File: config.mk
export PLATFORM = sky130hd
export DESIGN_NAME = async_indirect_line_regs
export DESIGN_NICKNAME = d
export VERILOG_FILES = /design/src/rtl/tx_char_silo.v /design/src/rtl/async_indirect_line_regs.v
export VERILOG_INCLUDE_DIRS = /design/src /design/src/rtl
export SDC_FILE = /design/constraint.sdc
export NUM_CORES = 2
export LEC_CHECK = 0
export BUFFER_PORTS_ARGS = -buffer_cell sky130_fd_sc_hd__buf_4
export CELL_PAD_IN_SITES_DETAIL_PLACEMENT = 0
export CELL_PAD_IN_SITES_GLOBAL_PLACEMENT = 2
export CORE_MARGIN = 4
export CORE_UTILIZATION = 35
export DETAILED_ROUTE_END_ITERATION = 8
export PLACE_DENSITY = 0.74
export SLEW_MARGIN = 25
export SYNTH_ARGS = -nofsm -noshare
export SYNTH_HDL_FRONTEND = slang
export SYNTH_SLANG_ARGS = --single-unit
File: constraint.sdc
create_clock -name i_clock -period 3 [get_ports i_clock]
set_input_delay 0 -clock i_clock [delete_from_list [all_inputs] [get_ports i_clock]]
set_output_delay 0 -clock i_clock [all_outputs]
set_load 0.05 [all_outputs]
File: src/rtl/async_indirect_line_regs_consts.vh
// offsets, field positions and reset values of the indirect line window
`ifndef ASYNC_INDIRECT_LINE_REGS_CONSTS_VH
`define ASYNC_INDIRECT_LINE_REGS_CONSTS_VH

// bus location of the window, byte offset from base
`define IND_OFFSET      9'h0E4
`define ADDR_W          9

// index fields
`define IDX_LINE_MSB    2
`define IDX_LINE_LSB    0
`define IDX_GRP_MSB     4
`define IDX_GRP_LSB     3
`define GRP_TX          2'h0

// silo shape
`define SILO_DEPTH      32
`define SILO_PTR_W      5
`define SILO_CNT_W      6
`define SILO_CNT_RST    6'h00

// modem status bits inside the read word
`define MDM_USER_BIT    10
`define MDM_SCF_BIT     11
`define MDM_CTS_BIT     12
`define MDM_CD_BIT      13
`define MDM_RI_BIT      14
`define MDM_DSR_BIT     15
`define MDM_RST         6'h00
`define MDM_LINES       2

// change entry fields
`define ENT_CHG_BIT     11
`define ENT_LINE_MSB    10
`define ENT_LINE_LSB    8

`endif

File: src/rtl/tx_char_silo.v
// one line's 32-entry transmit character silo, up to two pushes per cycle
`timescale 1ns/100ps
`include "async_indirect_line_regs_consts.vh"
module tx_char_silo (
  input  wire                   i_clock,
  input  wire                   i_rst_b,
  input  wire                   i_clear,
  input  wire                   i_push_lo,
  input  wire                   i_push_hi,
  input  wire [7:0]             i_char_lo,
  input  wire [7:0]             i_char_hi,
  input  wire                   i_pop,
  output wire                   o_valid,
  output wire [7:0]             o_char,
  output wire [`SILO_CNT_W-1:0] o_count
);

  reg [7:0]             mem [0:`SILO_DEPTH-1];
  reg [`SILO_PTR_W-1:0] wr_ptr_ff;
  reg [`SILO_PTR_W-1:0] rd_ptr_ff;
  reg [`SILO_CNT_W-1:0] count_ff;
  reg [`SILO_CNT_W-1:0] nxt_count;
  reg [`SILO_PTR_W-1:0] nxt_wr_ptr;
  wire                  room1;
  wire                  room2;
  wire                  do_lo;
  wire                  do_hi;
  wire                  do_pop;

  // room judged before the pop; costs one slot for a cycle, avoids a loop
  assign room1  = (count_ff < `SILO_DEPTH);
  assign room2  = (count_ff < (`SILO_DEPTH - 1));
  assign do_lo  = i_push_lo & room1;
  assign do_hi  = i_push_lo & i_push_hi & room2;
  assign do_pop = i_pop & (count_ff != `SILO_CNT_RST);
  assign o_valid = (count_ff != `SILO_CNT_RST);
  assign o_char  = mem[rd_ptr_ff];
  assign o_count = count_ff;

  // next count and write pointer
  always @* begin
    nxt_count  = count_ff + {5'h00, do_lo} + {5'h00, do_hi}
                 - {5'h00, do_pop};
    nxt_wr_ptr = wr_ptr_ff + {4'h0, do_lo} + {4'h0, do_hi};
  end

  // storage has no reset; contents are invalid until counted
  always @(posedge i_clock) begin
    if (do_lo) begin
      mem[wr_ptr_ff] <= i_char_lo;
    end
    if (do_hi) begin
      mem[wr_ptr_ff + 5'h01] <= i_char_hi;
    end
  end

  // pointers and count; init empties the silo
  always @(posedge i_clock or negedge i_rst_b) begin
    if (!i_rst_b) begin
      wr_ptr_ff <= 5'h00;
      rd_ptr_ff <= 5'h00;
      count_ff  <= `SILO_CNT_RST;
    end else if (i_clear) begin
      wr_ptr_ff <= 5'h00;
      rd_ptr_ff <= 5'h00;
      count_ff  <= `SILO_CNT_RST;
    end else begin
      wr_ptr_ff <= nxt_wr_ptr;
      rd_ptr_ff <= rd_ptr_ff + {4'h0, do_pop};
      count_ff  <= nxt_count;
    end
  end

endmodule // tx_char_silo

File: src/rtl/async_indirect_line_regs.v
// indirect group 0 window: per-line transmit silos, modem status for lines 0 and 1
`timescale 1ns/100ps
`include "async_indirect_line_regs_consts.vh"
module async_indirect_line_regs (
  input  wire               i_clock,
  input  wire               i_rst_b,
  input  wire               i_bus_init,
  // host register access
  input  wire [`ADDR_W-1:0] i_addr,
  input  wire               i_rd,
  input  wire               i_wr,
  input  wire               i_wr_byte,
  input  wire [15:0]        i_wdata,
  input  wire [4:0]         i_index,
  output wire               o_ack,
  output wire [15:0]        o_rdata,
  // transmitter drain side, one lane per line
  input  wire [7:0]         i_tx_pop,
  output wire [7:0]         o_tx_valid,
  output wire [63:0]        o_tx_char,
  // modem pins of lines 0 and 1
  input  wire [1:0]         i_user_rx,
  input  wire [1:0]         i_sec_cd,
  input  wire [1:0]         i_cts,
  input  wire [1:0]         i_cd,
  input  wire [1:0]         i_ring,
  input  wire [1:0]         i_dsr,
  input  wire [1:0]         i_cd_jumper_sec,
  // change reporting toward the receive silo
  input  wire [1:0]         i_chg_enable,
  input  wire               i_rx_silo_full,
  output wire               o_chg_valid,
  output wire [15:0]        o_chg_entry
);

  localparam NPIN = 14;

  // ---------------------------------------------------------------
  // helpers
  // ---------------------------------------------------------------

  // true when the access lands on the window and the index picks group 0
  function grp_tx_hit;
    input [`ADDR_W-1:0] addr;
    input [4:0]         idx;
    begin
      grp_tx_hit = (addr == `IND_OFFSET) &&
                   (idx[`IDX_GRP_MSB:`IDX_GRP_LSB] == `GRP_TX);
    end
  endfunction

  // six modem signals packed as the upper status byte
  function [5:0] mdm_pack;
    input user;
    input scf;
    input cts;
    input cd;
    input ri;
    input dsr;
    begin
      mdm_pack = {dsr, ri, cd, cts, scf, user};
    end
  endfunction

  // true when the index's line field names line n; shared by write and read
  function line_is;
    input [2:0] sel;
    input [2:0] n;
    begin
      line_is = (sel == n);
    end
  endfunction

  // read word: modem byte on top, bits 9:8 empty, count in the low byte;
  // the count is six bits wide, so bits 7:6 of the low byte stay zero
  function [15:0] rd_word;
    input [5:0] mdm;
    input [5:0] cnt;
    begin
      rd_word = {mdm, 2'h0, 2'h0, cnt};
    end
  endfunction

  // ---------------------------------------------------------------
  // bus decode
  // ---------------------------------------------------------------

  wire       win_hit;
  wire       tx_hit;
  wire [2:0] line_sel;

  // index is sampled on the access itself and never moves on its own
  assign line_sel = i_index[`IDX_LINE_MSB:`IDX_LINE_LSB];
  assign win_hit  = (i_addr == `IND_OFFSET);
  assign tx_hit   = grp_tx_hit(i_addr, i_index);

  // one push request per line; only the addressed line sees it
  reg [7:0] push_lo;
  reg [7:0] push_hi;
  integer   k;

  always @* begin
    push_lo = 8'h00;
    push_hi = 8'h00;
    for (k = 0; k < 8; k = k + 1) begin
      if (i_wr && tx_hit && line_is(line_sel, k[2:0])) begin
        push_lo[k] = 1'b1;
        push_hi[k] = ~i_wr_byte;
      end
    end
  end

  // ---------------------------------------------------------------
  // transmit silos, one per line
  // ---------------------------------------------------------------

  wire [`SILO_CNT_W*8-1:0] silo_count;

  genvar g;
  generate
    for (g = 0; g < 8; g = g + 1) begin : g_line
      // dma-mode writes are not guarded; host keeps to silo mode
      tx_char_silo u_silo (
        .i_clock   (i_clock),
        .i_rst_b   (i_rst_b),
        .i_clear   (i_bus_init),
        .i_push_lo (push_lo[g]),
        .i_push_hi (push_hi[g]),
        .i_char_lo (i_wdata[7:0]),
        .i_char_hi (i_wdata[15:8]),
        .i_pop     (i_tx_pop[g]),
        .o_valid   (o_tx_valid[g]),
        .o_char    (o_tx_char[g*8+7:g*8]),
        .o_count   (silo_count[g*`SILO_CNT_W+`SILO_CNT_W-1:
                               g*`SILO_CNT_W])
      );
    end
  endgenerate

  // ---------------------------------------------------------------
  // modem pin synchronisers
  // ---------------------------------------------------------------

  wire [NPIN-1:0] pins_raw;
  reg  [NPIN-1:0] sync1_ff;
  reg  [NPIN-1:0] sync2_ff;
  reg  [NPIN-1:0] sync3_ff;
  reg  [NPIN-1:0] pins_ff;
  wire [NPIN-1:0] settled;

  assign pins_raw = {i_cd_jumper_sec, i_dsr, i_ring, i_cd,
                     i_cts, i_sec_cd, i_user_rx};

  // a pin counts only when stages two and three agree
  assign settled = ~(sync2_ff ^ sync3_ff);

  // three-stage capture; stage one feeds stage two only
  always @(posedge i_clock or negedge i_rst_b) begin
    if (!i_rst_b) begin
      sync1_ff <= 14'h0000;
      sync2_ff <= 14'h0000;
      sync3_ff <= 14'h0000;
      pins_ff  <= 14'h0000;
    end else begin
      sync1_ff <= pins_raw;
      sync2_ff <= sync1_ff;
      sync3_ff <= sync2_ff;
      pins_ff  <= (sync2_ff & settled) | (pins_ff & ~settled);
    end
  end

  // split the filtered pins back per signal
  wire [1:0] f_user = pins_ff[1:0];
  wire [1:0] f_scf  = pins_ff[3:2];
  wire [1:0] f_cts  = pins_ff[5:4];
  wire [1:0] f_cd   = pins_ff[7:6];
  wire [1:0] f_ri   = pins_ff[9:8];
  wire [1:0] f_dsr  = pins_ff[11:10];
  wire [1:0] f_jmp  = pins_ff[13:12];

  // live modem byte per line; the jumper swaps carrier for secondary
  wire [5:0] live0;
  wire [5:0] live1;

  assign live0 = mdm_pack(f_user[0],
                          f_scf[0],
                          f_cts[0],
                          f_jmp[0] ? f_scf[0] : f_cd[0],
                          f_ri[0],
                          f_dsr[0]);
  assign live1 = mdm_pack(f_user[1],
                          f_scf[1],
                          f_cts[1],
                          f_jmp[1] ? f_scf[1] : f_cd[1],
                          f_ri[1],
                          f_dsr[1]);

  // ---------------------------------------------------------------
  // modem status registers and change entries
  // ---------------------------------------------------------------

  reg  [5:0] mdm0_ff;
  reg  [5:0] mdm1_ff;
  reg  [5:0] nxt_mdm0;
  reg  [5:0] nxt_mdm1;
  reg        nxt_chg_valid;
  reg  [2:0] nxt_chg_line;
  reg        chg_valid_ff;
  reg  [2:0] chg_line_ff;
  wire       diff0;
  wire       diff1;
  // per line: a reported change still waiting for its entry
  reg  [1:0] pend_ff;
  reg  [1:0] nxt_pend;
  wire       want0;
  wire       want1;

  assign diff0 = (live0 != mdm0_ff);
  assign diff1 = (live1 != mdm1_ff);

  // a line wants an entry on a fresh difference or on a held change
  assign want0 = (diff0 | pend_ff[0]) & i_chg_enable[0];
  assign want1 = (diff1 | pend_ff[1]) & i_chg_enable[1];

  // update rule: follow freely while reporting is off; while on, move
  // only together with an entry, so a full silo simply holds the change
  always @* begin
    nxt_mdm0      = mdm0_ff;
    nxt_mdm1      = mdm1_ff;
    nxt_chg_valid = 1'b0;
    nxt_chg_line  = 3'h0;
    nxt_pend      = pend_ff & i_chg_enable;  // disabling drops a held change
    if (diff0 && !i_chg_enable[0]) begin
      nxt_mdm0 = live0;
    end
    if (diff1 && !i_chg_enable[1]) begin
      nxt_mdm1 = live1;
    end
    // a change seen while enabled is held until an entry carries it,
    // so a pin that flips back while the silo is full is not lost
    if (diff0 && i_chg_enable[0]) begin
      nxt_pend[0] = 1'b1;
    end
    if (diff1 && i_chg_enable[1]) begin
      nxt_pend[1] = 1'b1;
    end
    // one entry per cycle, line 0 first; the other waits a cycle
    if (!i_rx_silo_full) begin
      if (want0) begin
        nxt_mdm0      = live0;
        nxt_chg_valid = 1'b1;
        nxt_chg_line  = 3'h0;
        nxt_pend[0]   = 1'b0;
      end else if (want1) begin
        nxt_mdm1      = live1;
        nxt_chg_valid = 1'b1;
        nxt_chg_line  = 3'h1;
        nxt_pend[1]   = 1'b0;
      end
    end
  end

  // status and entry registers, cleared by reset and by init
  always @(posedge i_clock or negedge i_rst_b) begin
    if (!i_rst_b) begin
      mdm0_ff      <= `MDM_RST;
      mdm1_ff      <= `MDM_RST;
      chg_valid_ff <= 1'b0;
      chg_line_ff  <= 3'h0;
      pend_ff      <= 2'h0;
    end else if (i_bus_init) begin
      mdm0_ff      <= `MDM_RST;
      mdm1_ff      <= `MDM_RST;
      chg_valid_ff <= 1'b0;
      chg_line_ff  <= 3'h0;
      pend_ff      <= 2'h0;
    end else begin
      mdm0_ff      <= nxt_mdm0;
      mdm1_ff      <= nxt_mdm1;
      chg_valid_ff <= nxt_chg_valid;
      chg_line_ff  <= nxt_chg_line;
      pend_ff      <= nxt_pend;
    end
  end

  // entry word: change flag, line number, zero character
  assign o_chg_valid = chg_valid_ff;
  assign o_chg_entry = {4'h0, 1'b1, chg_line_ff, 8'h00};

  // ---------------------------------------------------------------
  // read path
  // ---------------------------------------------------------------

  reg [5:0]  sel_cnt;
  reg [5:0]  sel_mdm;
  reg [15:0] nxt_rdata;
  reg [15:0] rdata_ff;
  reg        ack_ff;
  integer    j;

  // pick the addressed line's count and modem byte
  always @* begin
    sel_cnt = 6'h00;
    for (j = 0; j < 8; j = j + 1) begin
      if (line_is(line_sel, j[2:0])) begin
        sel_cnt = silo_count[j*`SILO_CNT_W +: `SILO_CNT_W];
      end
    end
    case (line_sel)
      3'h0:    sel_mdm = mdm0_ff;
      3'h1:    sel_mdm = mdm1_ff;
      default: sel_mdm = 6'h00;
    endcase
  end

  // other groups are outside this block and read as zero here;
  // bits 9:8 carry no modem signal and read zero
  always @* begin
    nxt_rdata = rdata_ff;
    if (i_rd && win_hit) begin
      if (tx_hit) begin
        nxt_rdata = rd_word(sel_mdm, sel_cnt);
      end else begin
        nxt_rdata = 16'h0000;
      end
    end
  end

  // one-cycle answer to any access on the window
  always @(posedge i_clock or negedge i_rst_b) begin
    if (!i_rst_b) begin
      rdata_ff <= 16'h0000;
      ack_ff   <= 1'b0;
    end else begin
      rdata_ff <= nxt_rdata;
      ack_ff   <= (i_rd | i_wr) & win_hit;
    end
  end

  assign o_ack   = ack_ff;
  assign o_rdata = rdata_ff;

endmodule // async_indirect_line_regs

# Word level (Yosys, flattened, before mapping)
# Memories as Yosys holds them, arrays and structs flattened.
# Index checks and enable logic that the tools add are counted.
[classes]
reduce_logical = 27
n_lt_le_gt_ge = 16
mux = 108
eq_ne = 10
n_bitwise = 46
add_sub_neg = 56
[op_table]
columns = ["op", "count"]
rows = [
  ["$mux W6", 25],
  ["$add A5 B1 Y5", 24],
  ["$add A6 B1 Y6", 16],
  ["$mux W5", 16],
  ["$mux W1", 62],
  ["$lt A6 B5 Y1 const B", 8],
  ["$lt A6 B6 Y1 const B", 8],
  ["$reduce_bool A6 Y1", 8],
  ["$sub A6 B1 Y6", 8],
  ["$add A5 B1 Y5 const B", 8],
  ["$and A1 B1 Y1", 35],
  ["$and A14 B14 Y14", 2],
  ["$not A14 Y14", 2],
  ["$mux W16", 1],
  ["$logic_and A1 B1 Y1", 15],
  ["$or A14 B14 Y14", 1],
  ["$xor A14 B14 Y14", 1],
  ["$eq A3 B3 Y1 const B", 4],
  ["$ne A6 B6 Y1", 2],
  ["$pmux W6 S2", 1],
  ["$eq A9 B8 Y1 const B", 1],
  ["$eq A3 B2 Y1 const B", 2],
  ["$mux W2", 2],
  ["$eq A3 B1 Y1 const B", 1],
  ["other kinds (7)", 10],
]
[word_totals]
regBits = 219
input_bits = 61
out_inout_bits = 106
mem_count = 8
elab_cells = 306
ramBits = 2048
[memory_table]
columns = ["memory", "depth", "width", "read_ports", "rd_clocked_by_memory_dff", "write_ports", "line_no", "rtl"]
rows = [
  ["g_line[0].u_silo.mem", 32, 8, 1, 0, 2, "tx_char_silo.v:18", "reg [7:0] mem [0:`SILO_DEPTH-1];"],
  ["g_line[1].u_silo.mem", 32, 8, 1, 0, 2, "tx_char_silo.v:18", ""],
  ["g_line[2].u_silo.mem", 32, 8, 1, 0, 2, "tx_char_silo.v:18", ""],
  ["g_line[3].u_silo.mem", 32, 8, 1, 0, 2, "tx_char_silo.v:18", ""],
  ["g_line[4].u_silo.mem", 32, 8, 1, 0, 2, "tx_char_silo.v:18", ""],
  ["g_line[5].u_silo.mem", 32, 8, 1, 0, 2, "tx_char_silo.v:18", ""],
  ["+2 memories", "n/a", "n/a", "n/a", "n/a", "n/a", "n/a", ""],
]

# Logic depth before layout (Yosys ltp)
[depth]
word_depth = 10
mapped_depth = 16
ltp_nobuf = 14

# Modules after synthesis
# From an unflattened synthesis, not the netlist that was laid out.
[unflattened]
cells_unflattened = 8109
area_unflattened_um2 = 120038.9
[by_module_without_submodules]
columns = ["module", "seq_area_each_um2", "area_per_inst_um2", "cells_per_inst", "instances"]
rows = [
  ["tx_char_silo (g_line[2].u_silo ...)", 8087.8, 14549.0, 975, 4],
  ["tx_char_silo (g_line[6].u_silo ...)", 8087.8, 14547.7, 976, 2],
  ["tx_char_silo (g_line[0].u_silo)", 8087.8, 14564.0, 984, 1],
  ["tx_char_silo (g_line[1].u_silo)", 8087.8, 14550.2, 975, 1],
  ["async_indirect_line_regs", 2127.0, 3633.5, 298, 1],
]

# Worst setup path after synthesis
# OpenSTA, ideal clock, no wires.
[synth_path]
kind = "input port to flip-flop"
from = "input i_addr[1]"
to = "register g_line[6].u_silo.count_ff[4]"
path_buffers = 3
setup_ns = 0.132
path_slack_ns = -0.371
t_arrival_ns = 3.239
required_time_ns = 2.868
path_stages = 15
path_cell_list = "or3_1 -> buf_2 -> or4_1 -> buf_2 -> or3_1 -> buf_2 -> ha_1 -> fa_1 -> fa_1 -> inv_1 -> a21oi_1 -> nor2_1 -> nor2_1 -> xor2_1 -> nor2_1"
[synth_via]
elab_chain_len = 10
word_cells_on_any_way = 13
cone_classes = "3 x add/sub; 1 x eq/ne; 3 x mux; 3 x bitwise; 3 x reduce/logical"
[synth_lines]
columns = ["element", "line_no", "rtl"]
rows = [
  ["from (decl)", "async_indirect_line_regs.v:9", "input wire [`ADDR_W-1:0] i_addr,"],
  ["$eq A9 B8 Y1 (no line) *", "n/a", ""],
  ["$logic_and A1 B1 Y1 *", "async_indirect_line_regs.v:47", "grp_tx_hit = (addr == `IND_OFFSET) &&"],
  ["$logic_and A1 B1 Y1 * (2 in a row)", "async_indirect_line_regs.v:106", "if (i_wr && tx_hit && line_is(line_sel, k[2:0])) begin"],
  ["$mux W1", "async_indirect_line_regs.v:106", ""],
  ["$and A1 B1 Y1 (on tied branches)", "tx_char_silo.v:33, tx_char_silo.v:34", ""],
  ["$add A6 B1 Y6 / $and A1 B1 Y1 (equally long branches)", "tx_char_silo.v:42, tx_char_silo.v:34", ""],
  ["$add A6 B1 Y6 *", "tx_char_silo.v:42", "nxt_count = count_ff + {5'h00, do_lo} + {5'h00, do_hi}"],
  ["$sub A6 B1 Y6 *", "tx_char_silo.v:43", "- {5'h00, do_pop};"],
  ["$mux W6 *", "tx_char_silo.v:63", "end else if (i_clear) begin"],
  ["to (signal assigned)", "tx_char_silo.v:62", "count_ff <= `SILO_CNT_RST;"],
  ["to (signal assigned)", "tx_char_silo.v:66", "count_ff <= `SILO_CNT_RST;"],
  ["to (signal assigned)", "tx_char_silo.v:70", "count_ff <= nxt_count;"],
  ["to (decl)", "tx_char_silo.v:21", "reg [`SILO_CNT_W-1:0] count_ff;"],
]
# Mark *: on every way between the ends. The rest lies on a longest branch, timed or not.
# A chain may end at the register's enable or synchronous reset.

# Final worst setup path
[layout_path]
from = "register g_line[4].u_silo.rd_ptr_ff[0]"
to = "output o_tx_char[35]"
[layout_via]
elab_chain_len = 1
[layout_lines]
columns = ["element", "line_no", "rtl"]
rows = [
  ["from (decl)", "tx_char_silo.v:20", "reg [`SILO_PTR_W-1:0] rd_ptr_ff;"],
  ["from (signal assigned)", "tx_char_silo.v:69", "rd_ptr_ff <= rd_ptr_ff + {4'h0, do_pop};"],
  ["$mem_v2 Z32 W8", "n/a", ""],
  ["to (decl)", "async_indirect_line_regs.v:20", "output wire [63:0] o_tx_char,"],
]
# Every way passes these cells.

==> impl_results.md <==
- Outcome: complete, but fails checks
- Failing checks: negative setup slack
- Share of cells above drive strength 1: 52.8%
- Area of the multi-input gates: 48,500 sq um
- Starting DRC count in detailed routing: 6,113
- Initial antenna violation count: 18
- Clk buf depth: 4
- Post-route minimum period: 3.34 ns
- Synth top area share: 52.0%
- Delay-heaviest family, CP: multiplexers
- Worst Setup Slack, final: -0.343 ns
- Worst EP arrival: 3.34 ns
- Clk pwr share: 34.9%
- Avg Cell Area, Syn: 15.9 sq um
- Critical Path Sink Type: output port
- WHS: 0.107 ns
- Most used cell, CP: mux4_2
- WL final: 354,000 um
- Cell Area, Synth: 118,000 sq um
- Area leader, netlist: edfxtp_1
- Register area: 66,900 sq um
- Vias/cell: 5.47
- GRT Util Overall: 19.9%
- Gate Count Post-Synth: 7,431
- GR Overflow Total: 0
- Layout area overhead: 20.3%
- Total number of vias: 70,200
- VDD IR max: 0.000459 V
- Routed WL per cell: 27.6 um
- Startpoint types: flip-flop
- Initial Util: 35.1%
- # rows: 213
- Syn. warnings: 0
- Top FF cell, synth: edfxtp_1
- Ranking of synthesized cells by area: edfxtp_1, mux2_2, mux4_2
- Final GP Congestion: 0.850
- Pin count of the biggest net entering global routing: 117
- Slowest cell on crit path: mux4_2
- CTS tree: done
- Share of total power in combinational logic: 25.0%
- Area post-placement: 131,000 sq um
- Internal power: 0.0636 W
- Leakage: 48.0 nW
- Pwr/cell area: 620 nW/um^2
- Residual DRC: 0
- Nets: 8,285
- Final core utilization: 42.3%
- Antenna Nets Post-Route: 0
- Worst-Margin Slew: 1.09 ns
- Die Wd: 589 um
- CTS root buffer: clkbuf_16
- Fillers: 29,900
- Register area share after synthesis: 56.5%
- Final Hold Viols: 0
- DRT Pass-1 Iters: 6
- CP Buf/Inv Count: 3
- Worst Hold Class: in -> reg
- Crit Path Category: reg -> out
- Worst EP required: 3.00 ns
- Max Fclk: 299 MHz
- RSZ-0062 raised after global routing: yes
- Core ar.: 337,000 sq um
- Setup slack at placement: -0.363 ns
- Net Sw Frac: 27.8%
- TritonCTS Buffers: 244
- Period utilization: 111%
- Yosys cell types: 68
- CP Max Fanout: 5
- CP Cell Sequence: buf_12 > clkbuf_16 > mux4_2 > mux4_2 > mux2_4 > buf_8
- Die Height: 589 um
- Max-slew headroom: 27.0%
- H-tree depth: 4
- Slowest stage delay, CP: 0.57 ns
- Number of global-route vias before repair: 73,100
- # Max-Cap Violations: 0
- Number of port buffers: 147
- Final setup viols: 64
- Switching pwr: 0.0245 W
- Clock Skew: 0.0347 ns
- #FFs+latches synth: 2,261
- Sequential share of power: 40.1%
- First-pass GRT wire length: 519,000 um
- Die ar.: 347,000 sq um
- Asr flop ratio synth: 9.42%
- Finished Cell Area: 142,000 sq um
- Post-synth EDFFs: 2,048
- Clk Latency, worst-skew pair: 0.93 ns
- Clock slew at reported path FFs: 0.06 ns
- DP Wirelength: 229,000 um
- # IOs: 167
- CTS sink count: 2,261
- Final Slew Violations: 0
- Overall Power: 0.0881 W
[through the flow]
stage / TNS, ns / instances
finish: -17.59 / 12800
global route: -21.85 / 12800
CTS: -24.23 / 12800
detailed placement: -17.86 / 12200
global placement: -14.00 / 12200
floorplan: -0.320 / 7448
[what timing repair did]
item	in CTS	in global routing
pin swaps	2	8
hold endpoints to repair	1216	0
cloned	35	7
resized for setup	239	57
endpoints found under the setup margin	134	128
setup buffers	73	11
hold buffers	78	0
[path summary, 6_finish.rpt]
path | startpoint | end | slack, ns | cells after the start
min | i_index[4] | g_line[5].u_silo.o_count[0] | 0.11 | 8
max reg2reg | g_line[6].u_silo.o_count[3] | g_line[6].u_silo.o_count[5] | 0.13 | 13
max | g_line[4].u_silo.rd_ptr_ff[0] | o_tx_char[35] | -0.34 | 6
min reg2reg | sync1_ff[10] | sync2_ff[10] | 0.34 | 0
min in group asynchronous | i_rst_b | o_rdata[12] | 0.35 | 4
max in group asynchronous | i_rst_b | g_line[3].u_silo.rd_ptr_ff[0] | 2.12 | 4
[worst min-delay path: cells and delay by family]
kind | cells | cell delay, ns
buffers and inverters | 2 | 0.23
adders and majority gates | 2 | 0.31
and+or+nand+nor | 4 | 0.44
[power by group through the flow]
stage	sequential, W	clock [W]	combinational [W]
after detailed placement	0.0362	0	0.0186
after global placement	0.0362	0	0.0184
after CTS	0.0353	0.0315	0.0222
final	0.0353	0.0308	0.0220
after global routing	0.0354	0.0327	0.0233
after floorplan	0.0357	0	0.0125
[flip-flops by register name, indices dropped and copies added (netlist names), 2 cells and up, named ones only]
register / flops
mdm1_ff: 6
sync3_ff: 14
g_line.u_silo.rd_ptr_ff: 40
g_line.u_silo.wr_ptr_ff: 40
pend_ff: 2
g_line.u_silo.o_count: 48
o_rdata: 12
mdm0_ff: 6
sync1_ff: 14
sync2_ff: 14
g_line.u_silo.mem: 2048
[routing by layer]
layer	share of wire, %	GRT usage, %	vias to the layer above
met5	0.011	0	-
met4	3.2	5.83	6
met3	5.1	2.48	543
met2	49	33.4	2068
met1	43	27.2	37300
li1	-	-	30300
[layout make-up]
class,count,area share (%)
Sequential cell,2261,47.0
Multi-Input combinational cell,4335,34.1
Timing Repair Buffer,1169,9.02
Clock buffer,297,4.58
Tap cell,4515,3.97
Clock inverter,151,1.05
Inverter,93,0.245
Antenna cell,5,0.00880
[layout by cell type (no fill, tap or decap), types with 53 or more instances in the layout]
master	synthesis	layout
buf_4	28	747
a21oi_1	94	89
mux4_2	641	641
buf_6	3	56
clkbuf_16	0	256
ha_1	96	95
nand3_1	89	87
nand2_1	228	227
edfxtp_1	2048	2048
inv_1	91	86
nor2_1	363	363
nor2_2	53	53
xor2_1	55	55
dfrtp_1	213	195
mux2_4	24	88
buf_8	0	53
nor2b_1	59	59
buf_12	0	189
dlygate4sd3_1	0	77
o21ai_0	74	74
mux2_2	2091	2027
[cell usage after synthesis (all sizes together), types with 22 or more instances]
cell       n
a21oi     94
buf      130
clkbuf   629
dfrtp    213
edfxtp  2048
fa        24
ha        96
inv       93
mux2    2120
mux2i     28
mux4     641
nand2    237
nand2b    25
nand3     89
nor2     419
nor2b     59
nor3      54
o21ai     76
o22ai     27
or2       22
or3       22
xnor2     32
xor2      55
[cell families (layout without fill, tap and decap cells)]
kind of cell | Yosys count | count (layout) | share of synthesized area [%]
xor gates and xnor gates | 87 | 87 | 0.645
adders and majority gates | 134 | 134 | 1.54
muxes | 2789 | 2789 | 32.7
DFF | 2261 | 2261 | 56.5
other | 2 | 24 | 0.00635
AOI/OAI and AO/OA | 276 | 276 | 1.40
buffers and inverters | 852 | 1710 | 2.82
and+or+nand+nor | 1030 | 1030 | 4.35
Power figures use the tool's default switching activity.
